## config.mk

```make
export PLATFORM = sky130hd
export DESIGN_NAME = css_scheduler
export DESIGN_NICKNAME = d
export VERILOG_FILES = /design/src/css_pkg.sv /design/src/css_scheduler.sv
export VERILOG_INCLUDE_DIRS = /design/src /design/src/src
export SDC_FILE = /design/constraint.sdc
export NUM_CORES = 1
export LEC_CHECK = 0
export BUFFER_PORTS_ARGS = -buffer_cell sky130_fd_sc_hd__buf_2
export CAP_MARGIN = 20
export CELL_PAD_IN_SITES_DETAIL_PLACEMENT = 1
export CELL_PAD_IN_SITES_GLOBAL_PLACEMENT = 1
export CORE_UTILIZATION = 38
export CTS_CLUSTER_SIZE = 12
export DETAILED_ROUTE_END_ITERATION = 7
export HOLD_SLACK_MARGIN = 0.1
export PLACE_DENSITY = 0.84
export SETUP_SLACK_MARGIN = 0.02
export SYNTH_ARGS = -nofsm -noshare
export SYNTH_HDL_FRONTEND = slang
export SYNTH_SLANG_ARGS = --single-unit
```

## constraint.sdc

```tcl
create_clock -name I_CLK -period 6 [get_ports I_CLK]
set_clock_uncertainty 0.15 [all_clocks]
set_input_delay 0.6 -clock I_CLK [delete_from_list [all_inputs] [get_ports I_CLK]]
set_output_delay 0.6 -clock I_CLK [all_outputs]
set_load 0.05 [all_outputs]
```

## src/css_defines.svh

```systemverilog
`ifndef CSS_DEFINES_SVH
`define CSS_DEFINES_SVH

// number of slots in one scheduling cycle
`define CSS_SLOT_COUNT 3'h7
// index of slot one
`define CSS_SLOT_FIRST 3'h0
// index of slot seven
`define CSS_SLOT_LAST 3'h6
// assigned level of each slot, two bits per slot, slot one in bits 1:0
// sequence high, middle, high, low, high, middle, high
`define CSS_SLOT_LEVELS 14'h3b7b
// width of one level field
`define CSS_LEVEL_W 2
// default channel count
`define CSS_CHANNELS 32
// reset values
`define CSS_PENDING_RST 1'b0
`define CSS_GRANTED_RST 1'b0

`endif

```

## src/css_pkg.sv

```systemverilog
`default_nettype none
package css_pkg;

	// channel_priority_field encoding; null disables the channel
	typedef enum logic [1:0] {
		CSS_LVL_NULL = 2'h0,
		CSS_LVL_LOW = 2'h1,
		CSS_LVL_MID = 2'h2,
		CSS_LVL_HIGH = 2'h3
	} css_level_t;

	// one-hot scheduler states
	typedef enum logic [1:0] {
		CSS_ST_IDLE = 2'h1,
		CSS_ST_BUSY = 2'h2
	} css_state_t;

endpackage
`default_nettype wire

```

## src/css_scheduler.sv

```systemverilog
// Function
// - null priority disables; never grant disabled channels
// - disabling mid-thread lets thread finish normally
// - requests held while disabled, served when re-enabled
// - reset: all disabled, all requests cleared; code clears pending and grant bits, priority is input I_CHAN_PRIORITY
// - one grant bit per channel, set on grant
// - granted channel may request, not regranted until cleared
// - thread end clears level once all requesters granted
// - seven-slot cycle: four high, two middle, one low
// - slot order high middle high low high middle high
// - exactly one grant per time slot
// - one independent scheduler instance per engine
// - nothing pending and idle: restart at slot one
// - slot level served first, else passed on
// - passing order: H:M,L; M:H,L; L:H,M
// - after passing, continue with the next slot
// - lowest-numbered eligible channel wins within level
// - requests from channel logic, microcode and host
// - running thread not preempted; slot lasts thread
`timescale 1ns/1ns
`default_nettype none
`include "css_defines.svh"

module css_scheduler #(
	parameter int CHANNELS = `CSS_CHANNELS,
	parameter int CHAN_W = (CHANNELS > 1) ? $clog2(CHANNELS) : 1
) (
	input wire logic I_CLK,
	input wire logic I_ARST_N,
	input wire logic [2*CHANNELS-1:0] I_CHAN_PRIORITY,
	input wire logic [CHANNELS-1:0] I_CHAN_EVENT_REQ,
	input wire logic [CHANNELS-1:0] I_CODE_REQ,
	input wire logic [CHANNELS-1:0] I_HOST_REQ,
	input wire logic [CHANNELS-1:0] I_REQ_CLEAR,
	input wire logic I_THREAD_END,
	output logic O_GRANT,
	output logic [CHAN_W-1:0] O_GRANT_CHAN,
	output logic O_BUSY,
	output logic [2:0] O_SLOT,
	output logic [CHANNELS-1:0] O_PENDING,
	output logic [CHANNELS-1:0] O_GRANTED
);

	// module-local since its width follows CHANNELS; one instance per engine, nothing shared
	typedef struct packed {
		css_pkg::css_state_t state;
		logic [2:0] slot;
		logic [CHANNELS-1:0] pending;
		logic [CHANNELS-1:0] granted;
		logic grant;
		logic [CHAN_W-1:0] grant_chan;
	} css_regs_t;

	css_regs_t s_reg;
	css_regs_t s_next;

	logic [CHANNELS-1:0] is_high;
	logic [CHANNELS-1:0] is_mid;
	logic [CHANNELS-1:0] is_low;

	// per-channel level decode; a null channel belongs to no level
	genvar gi;
	generate
		for (gi = 0; gi < CHANNELS; gi++) begin : g_lvl
			assign is_high[gi] = I_CHAN_PRIORITY[2*gi+1 -: 2] == css_pkg::CSS_LVL_HIGH;
			assign is_mid[gi] = I_CHAN_PRIORITY[2*gi+1 -: 2] == css_pkg::CSS_LVL_MID;
			assign is_low[gi] = I_CHAN_PRIORITY[2*gi+1 -: 2] == css_pkg::CSS_LVL_LOW;
		end
	endgenerate

	// lowest set bit wins
	function automatic logic [CHAN_W-1:0] lowest(input logic [CHANNELS-1:0] v);
		logic [CHAN_W-1:0] r;
		r = '0;
		for (int i = CHANNELS - 1; i >= 0; i--) begin
			if (v[i]) begin
				r = CHAN_W'(i);
			end
		end
		return r;
	endfunction

	// assigned level of a slot index 0..6
	function automatic logic [1:0] slot_level(input logic [2:0] sl);
		logic [13:0] tbl;
		tbl = `CSS_SLOT_LEVELS;
		return tbl[{sl, 1'b0} +: `CSS_LEVEL_W];
	endfunction

	logic [CHANNELS-1:0] pend_n;
	logic [CHANNELS-1:0] elig_h;
	logic [CHANNELS-1:0] elig_m;
	logic [CHANNELS-1:0] elig_l;
	logic [CHANNELS-1:0] pick;
	logic [1:0] lvl;

	always_comb begin
		s_next = s_reg;
		s_next.grant = 1'b0;
		// new requests win over a clear in the same cycle; priority plays no part here,
		// so requests on disabled channels simply stay pending
		pend_n = (s_reg.pending & ~I_REQ_CLEAR)
			| I_CHAN_EVENT_REQ | I_CODE_REQ | I_HOST_REQ;
		s_next.pending = pend_n;
		elig_h = s_reg.pending & ~s_reg.granted & is_high;
		elig_m = s_reg.pending & ~s_reg.granted & is_mid;
		elig_l = s_reg.pending & ~s_reg.granted & is_low;
		lvl = slot_level(s_reg.slot);
		pick = '0;
		case (lvl)
			css_pkg::CSS_LVL_HIGH: begin
				pick = (elig_h != '0) ? elig_h : (elig_m != '0) ? elig_m : elig_l;
			end
			css_pkg::CSS_LVL_MID: begin
				pick = (elig_m != '0) ? elig_m : (elig_h != '0) ? elig_h : elig_l;
			end
			default: begin
				pick = (elig_l != '0) ? elig_l : (elig_h != '0) ? elig_h : elig_m;
			end
		endcase
		case (s_reg.state)
			css_pkg::CSS_ST_IDLE: begin
				// decisions are made only here, between threads
				if (pick != '0) begin
					s_next.grant = 1'b1;
					s_next.grant_chan = lowest(pick);
					s_next.granted[lowest(pick)] = 1'b1;
					// passed or not, the sequence steps to the next slot
					s_next.slot = (s_reg.slot == `CSS_SLOT_LAST) ? `CSS_SLOT_FIRST
						: 3'(s_reg.slot + 3'h1);
					s_next.state = css_pkg::CSS_ST_BUSY;
				end else begin
					s_next.slot = `CSS_SLOT_FIRST;
				end
			end
			css_pkg::CSS_ST_BUSY: begin
				// a priority change does not stop the thread; only its end does
				if (I_THREAD_END) begin
					s_next.state = css_pkg::CSS_ST_IDLE;
					// a level whose every requester holds a grant bit starts afresh
					if (((pend_n & is_high) & ~s_reg.granted) == '0) begin
						s_next.granted = s_next.granted & ~is_high;
					end
					if (((pend_n & is_mid) & ~s_reg.granted) == '0) begin
						s_next.granted = s_next.granted & ~is_mid;
					end
					if (((pend_n & is_low) & ~s_reg.granted) == '0) begin
						s_next.granted = s_next.granted & ~is_low;
					end
				end
			end
			default: begin
				s_next.state = css_pkg::CSS_ST_IDLE;
			end
		endcase
	end

	always_ff @(posedge I_CLK or negedge I_ARST_N) begin
		if (!I_ARST_N) begin
			s_reg.state <= css_pkg::CSS_ST_IDLE;
			s_reg.slot <= `CSS_SLOT_FIRST;
			s_reg.pending <= {CHANNELS{`CSS_PENDING_RST}};
			s_reg.granted <= {CHANNELS{`CSS_GRANTED_RST}};
			s_reg.grant <= 1'b0;
			s_reg.grant_chan <= '0;
		end else begin
			s_reg <= s_next;
		end
	end

	assign O_GRANT = s_reg.grant;
	assign O_GRANT_CHAN = s_reg.grant_chan;
	assign O_BUSY = s_reg.state == css_pkg::CSS_ST_BUSY;
	assign O_SLOT = s_reg.slot;
	assign O_PENDING = s_reg.pending;
	assign O_GRANTED = s_reg.granted;

endmodule

`default_nettype wire

```

==> impl_metrics.py, run 1 <==
metrics = {
    "placed_design": {
        "placedCellCount": 1743,
        "place_congestion": 1.06,
        "postPlaceCellArea_mm2": 0.0108,
        "placement.io_buffers": 268,
        "detailed_place_hpwl_um": 44600,
    },
    "min_path": {
        "hold_start": "I_REQ_CLEAR[28]",
        "holdPathStages": 2,
        "holdCritPathClass": "input port to register",
        "timing.hold.worst_endpoint": "O_PENDING[28]",
    },
    "synth": {
        "post_synth_main_area_contributors": "dfrtp_1 20%, buf_4 6.0%, nor4bb_1 5.2%, nor2b_1 4.9%, o21ai_0 4.9%",
        "postSynthRegisterBits": 75,
        "synth_top_flop_cell": "dfrtp_1",
        "yosys.cell_count.top_type": "nand2_1",
        "number_of_instances_in_the_synthesized_netlist": 1213,
        "yosys.area_share.adder": 0,
        "synth_top_family_by_area": "simple AND/OR/NAND/NOR gates",
        "synthXorXnorAreaFrac": 0.00382,
        "synth_common_cells": "115 x nand2_1, 90 x o21ai_0, 74 x dfrtp_1",
        "yosys-mux-area-fraction": 0.0475,
        "ys_async_sr_fraction": 1.00,
        "synth_enable_flop_cells": 0,
        "synth_compound_area_frac": 0.283,
        "syn_nets": 1408,
        "synthDominantCellAreaShare": 0.202,
        "synth_seq_area_share": 0.205,
        "synth.lib_cells_used.distinct": 82,
        "syn_area_per_cell_um2": 7.56,
        "synth_area_leader_cell": "dfrtp_1",
        "ys_warn_count": 0,
        "synth_simple_gate_area_share": 0.342,
        "post_synth_instance_area_mm2": 0.00917,
    },
    "final_layout": {
        "finish.instance_area_mm2": 0.0112,
        "final_core_util": 0.475,
        "area_growth_pct": 21.9,
        "layout.filler_cells": 3014,
        "post_route_cells_drive_above_1_share": 0.298,
        "finalNetCount": 1631,
        "post_layout_nonfiller_instances": 1763,
    },
    "timing": {
        "worst_slew_pin_slew_ns": 1.29,
        "final-setup-viol-count": 0,
        "min_period_over_period": 0.918,
        "rsz0062_at_grt": "no",
        "timing_hold_violations_final": 0,
        "fin_setup_tns_ns": 0,
        "final_max_slew_viol_count": 0,
        "post-route-min-period_ns": 5.51,
        "fmaxAchievable_mhz": 182,
        "relative_slew_slack": 0.130,
    },
    "clocking": {
        "clk_path_buf_depth": 2,
        "clock_insertion_delay_worst_skew_ns": 0.37,
        "cts_tree": "built",
        "post_cts_setup_buffers": 0,
        "resized_after_cts": 0,
        "clk_pin_slew_worst_paths_ns": 0.08,
        "numCtsBuffers": 9,
        "ctsHtreeMaxLevel": 3,
        "cts_root_buffer": "clkbuf_16",
        "clock_sink_count": 75,
        "post_cts_hold_buffer_count": 1,
    },
    "pwr": {
        "power.clock.fraction": 0.148,
        "cellPowerDensity_mw_per_mm2": 427,
        "share_seq_of_total_power": 0.164,
        "power_switching_share": 0.574,
        "internal_power_w": 0.00203,
        "power.net_switching_w": 0.00274,
        "total_leakage_power_nw": 4.90,
        "vdd_drop_max_uv": 361,
        "share_comb_of_total_power": 0.688,
    },
    "floorplan": {
        "start_util": 0.389,
        "fp.coreArea_mm2": 0.0235,
        "fp-row-count": 56,
        "ioPinCount": 269,
        "dieArea_mm2": 0.0247,
        "fp.dieH_um": 157,
        "die-width_um": 157,
    },
    "setup_path": {
        "critical_path_required_ns": 6.12,
        "reg2reg_setup_slack_ns": 0.49,
        "timing.rr.start": "O_PENDING[29]",
        "crit_slowest_cell": "a2111oi_0",
        "timing.critical_path.slowest_cell_delay_ns": 0.95,
        "crit_fanout": 15,
        "r2r-end": "O_GRANTED[27]",
        "timing.critical_path.cells": "nor4bb_1, a2111oi_0, nand4_1, nor3_2, buf_4, o21ai_0, a2111oi_0, buf_4, nor2b_1, a311o_1, a211o_1, and2_4, o31ai_2",
        "critPathKind": "register to register",
        "timing.critical_path.to_type": "register",
        "worst_setup_path_start_kind": "register",
        "cp_data_arrival_time_ns": 5.63,
        "r2r.worst_path.cells": 13,
    },
    "grt": {
        "globalRoute.totalOverflow": 0,
        "first_global_vias": 11528,
        "antenna_violations_before_repair": 5,
        "grt_start_max_net_pins": 39,
        "global_route_wire_length_before_repair_um": 78800,
        "grt_resource_usage_total": 0.450,
    },
    "route": {
        "post_drt_via_cell_ratio": 6.76,
        "final_antenna_net_count": 0,
        "initial_drc_count": 1276,
        "dr.pass1.iters": 7,
        "wl_per_cell_um": 31.8,
        "wl_um": 56000,
        "detailroute.via_count": 11924,
        "drc_errors": 0,
    },
    "flow_run": {
        "cap_violations": 0,
    },
    "status": {
        "outcome": "complete, no violations",
    },
}
-- routing by layer --
metal  global-route usage  part of all wire
met1                0.568              0.39
met2                0.682              0.43
met3                0.114              0.11
met4                0.275             0.061
met5               0.0228            0.0017
-- layout by cell type (no fill, tap or decap), drive strengths merged, types with 29 or more instances in the layout --
master,Yosys,final
buf,87,363
nand2,116,116
o21ai,90,90
dfrtp,74,74
nor2b,72,72
nand3,58,58
inv,55,57
nor4bb,48,48
nor3,44,44
nor2,43,43
a21oi,29,29
-- power by group through the flow --
stage	Sequential (W)	Clock, W	Combinational (W)
2_1_floorplan	0.000730	0	0.00188
4_1_cts	0.000778	0.000708	0.00315
3_5_place_dp	0.000787	0	0.00314
3_3_place_gp	0.000779	0	0.00312
6_report	0.000782	0.000708	0.00328
5_1_grt	0.000799	0.000718	0.00333
-- logic make-up after synthesis --
group                  Yosys count
AND/OR/NAND/NOR                530
AO/OA/AOI/OAI                  356
buffers and inverters          208
flip-flops                      75
multiplexers                    40
XOR/XNOR                         4
-- how the worst max path moves through the flow --
| stage | slack [ns] | depth (start not counted) | from | to |
|---|---|---|---|---|
| 4_1_cts | 0.80 | 15 | O_GRANTED[27] | O_GRANTED[5] |
| 3_5_place_dp | 0.49 | 16 | I_CHAN_PRIORITY[54] | O_GRANTED[5] |
| 6_report | 0.49 | 13 | O_PENDING[29] | O_GRANTED[27] |
| 3_3_place_gp | 0.52 | 16 | I_CHAN_PRIORITY[54] | O_GRANTED[20] |
| 5_1_grt | 0.42 | 15 | O_GRANTED[27] | O_GRANT_CHAN[2] |
| 2_1_floorplan | 1.27 | 16 | I_CHAN_PRIORITY[55] | O_GRANTED[24] |
-- worst max-delay path, delay by kind of cell (launching register included) --
kind / cells / cell delay [ns]
AO/OA/AOI/OAI: 6 / 2.50
AND/OR/NAND/NOR: 5 / 1.72
buffers and inverters: 2 / 0.57
flip-flops: 1 / 0.43
-- through the flow --
stage	power (W)	hold WS [ns]	worst slack [ns]
floorplan	0.00261	0.154	1.27
global placement	0.00390	0.341	0.523
global route	0.00485	0.289	0.423
finish	0.00477	0.274	0.492
detailed placement	0.00392	0.352	0.489
CTS	0.00463	0.277	0.797
-- area by class of cell --
type / instances / area, um2 / area share
inverter: 56 / 210 / 0.0188
sequential: 75 / 1880 / 0.168
multi-input combinational: 930 / 6210 / 0.555
antenna: 3 / 7.51 / 0.000672
timing repair buffer: 364 / 2120 / 0.190
clock buffer: 9 / 225 / 0.0201
tap: 319 / 399 / 0.0357
clock inverter: 7 / 124 / 0.0111
No activity file was read; power rests on OpenSTA's default activity.
==> run 2: changes to the inputs <==
==> constraint.sdc (replaced) <==
create_clock -name I_CLK -period 6 [get_ports I_CLK]
set_clock_uncertainty 0.15 [all_clocks]
set_input_delay 0.3 -clock I_CLK [delete_from_list [all_inputs] [get_ports I_CLK]]
set_output_delay 0.3 -clock I_CLK [all_outputs]
set_load 0.05 [all_outputs]
==> impl_metrics.py, run 2 (same netlist as run 1, synthesis figures left out) <==
metrics = {
    "clocking": {
        "clock_insertion_delay_worst_skew_ns": 0.37,
        "cts_root_buffer": "clkbuf_16",
        "clk_path_buf_depth": 2,
        "resized_after_cts": 0,
        "ctsHtreeMaxLevel": 3,
        "numCtsBuffers": 9,
        "clock_sink_count": 75,
        "cts_tree": "built",
        "clk_pin_slew_worst_paths_ns": 0.08,
    },
    "route": {
        "drc_errors": 0,
        "dr.pass1.iters": 5,
        "wl_per_cell_um": 33.2,
        "final_antenna_net_count": 0,
        "detailroute.via_count": 12573,
        "initial_drc_count": 1453,
        "post_drt_via_cell_ratio": 6.85,
        "wl_um": 60800,
    },
    "status": {
        "outcome": "complete, no violations",
    },
    "setup_path": {
        "timing.critical_path.slowest_cell_delay_ns": 0.90,
        "crit_fanout": 9,
        "timing.critical_path.to_type": "register",
        "critical_path_required_ns": 6.16,
        "worst_setup_path_start_kind": "register",
        "cp_data_arrival_time_ns": 5.74,
        "cpMostUsedCell": "buf_4",
        "crit_slowest_cell": "nor4bb_1",
        "timing.critical_path.cells": "nor4bb_1, a2111oi_0, buf_4, nand4_1, or3_1, buf_4, nor2_1, a2111oi_0, a211oi_1, nand3_1, buf_4, nor2_1, buf_4, and4_1, nand2b_1, o21ai_0, buf_4",
        "critPathKind": "register to register",
    },
    "final_layout": {
        "post_route_cells_drive_above_1_share": 0.288,
        "layout.filler_cells": 2997,
        "layout.cells.most_common": "buf_2",
        "finalNetCount": 1702,
        "register_area_mm2": 0.00188,
        "final_core_util": 0.505,
        "area_growth_pct": 29.8,
        "multi_input_comb_area_mm2": 0.00621,
        "layout_common_cells": "267 x buf_2, 115 x nand2_1, 95 x buf_4",
    },
    "flow_run": {
        "cap_violations": 0,
    },
    "min_path": {
        "holdCritPathClass": "input port to register",
    },
    "timing": {
        "rsz0062_at_grt": "no",
        "fin_setup_tns_ns": 0,
        "postLayoutSetupSlackWorst_ns": 0.418,
        "final_max_slew_viol_count": 0,
        "relative_slew_slack": 0.189,
        "post-route-min-period_ns": 5.58,
        "fmaxAchievable_mhz": 179,
        "min_period_over_period": 0.930,
        "timing_hold_violations_final": 0,
        "worst_slew_pin_slew_ns": 1.22,
        "final-setup-viol-count": 0,
    },
    "pwr": {
        "share_seq_of_total_power": 0.159,
        "power.net_switching_w": 0.00286,
        "total_leakage_power_nw": 5.15,
        "vdd_drop_max_uv": 343,
        "internal_power_w": 0.00208,
        "power_switching_share": 0.579,
        "share_comb_of_total_power": 0.699,
        "cellPowerDensity_mw_per_mm2": 415,
        "power.clock.fraction": 0.142,
    },
    "grt": {
        "grt_resource_usage_total": 0.488,
        "first_global_vias": 12626,
        "antenna_violations_before_repair": 6,
        "grt_start_max_net_pins": 76,
        "global_route_wire_length_before_repair_um": 85300,
        "globalRoute.totalOverflow": 0,
    },
    "floorplan": {
        "die-width_um": 157,
        "ioPinCount": 269,
        "fp-row-count": 56,
        "fp.coreArea_mm2": 0.0235,
        "fp.dieH_um": 157,
        "dieArea_mm2": 0.0247,
        "start_util": 0.389,
    },
    "placed_design": {
        "detailed_place_hpwl_um": 46500,
        "placement.io_buffers": 268,
        "dp_worst_setup_slack_ns": 0.608,
        "place_congestion": 1.10,
    },
}
run 2: metal layers:
layer | share of wire | global-route usage | wire length, um
met4 | 0.076 | 0.350 | 4630
met2 | 0.43 | 0.744 | 26200
met1 | 0.37 | 0.574 | 22600
met3 | 0.12 | 0.159 | 7290
met5 | 0.00062 | 0 | 38
run 2: power by group through the flow:
stage	clock network, W	logic, W	registers (W)
finish	0.000700	0.00345	0.000787
detailed placement	0	0.00323	0.000785
floorplan	0	0.00188	0.000730
global route	0.000713	0.00349	0.000798
global placement	0	0.00322	0.000777
CTS	0.000699	0.00326	0.000776
run 2: critical path, delay by kind of cell, from the launching register on:
kind | cells | cell delay [ns]
and+or+nand+nor | 8 | 2.30
AOI/OAI and AO/OA | 4 | 1.68
buffers and inverters | 5 | 0.92
DFF | 1 | 0.47
run 2: final timing paths:
path,from,slack (ns),cells past startpoint,to
max,O_GRANTED[29],0.42,17,O_GRANTED[0]
min,I_CHAN_PRIORITY[26],0.26,4,O_GRANTED[13]
max reg2reg,O_GRANTED[29],0.42,17,O_GRANTED[0]
min reg2reg,O_GRANT_CHAN[1],0.36,1,O_GRANT_CHAN[1]
max in group asynchronous,I_ARST_N,4.66,3,s_reg[73]
min in group asynchronous,I_ARST_N,0.31,2,O_GRANTED[29]
run 2: repair_timing:
| action | in CTS | in global routing |
|---|---|---|
| endpoints found under the setup margin | 0 | 0 |
| hold endpoints to repair | 108 | 0 |
| hold buffers | 67 | 0 |
| setup buffers | 0 | 0 |
run 2: per-stage QoR:
| step | total power [W] | instance area, um2 | hold WS (ns) | instances |
|---|---|---|---|---|
| detailed placement | 0.00401 | 10900 | 0.338 | 1747 |
| CTS | 0.00474 | 11900 | 0.253 | 1830 |
| global placement | 0.00400 | 10900 | 0.328 | 1747 |
| finish | 0.00494 | 11900 | 0.260 | 1835 |
| global route | 0.00500 | 11900 | 0.314 | 1832 |
| floorplan | 0.00261 | 9170 | -0.146 | 1213 |
run 2: area by class of cell:
class / count / area share
Antenna cell: 4 / 0.000841
Clock buffer: 9 / 0.0189
Clock inverter: 7 / 0.0104
Inverter: 56 / 0.0177
Multi-Input combinational cell: 930 / 0.522
Sequential cell: 75 / 0.158
Tap cell: 319 / 0.0335
Timing Repair Buffer: 435 / 0.239
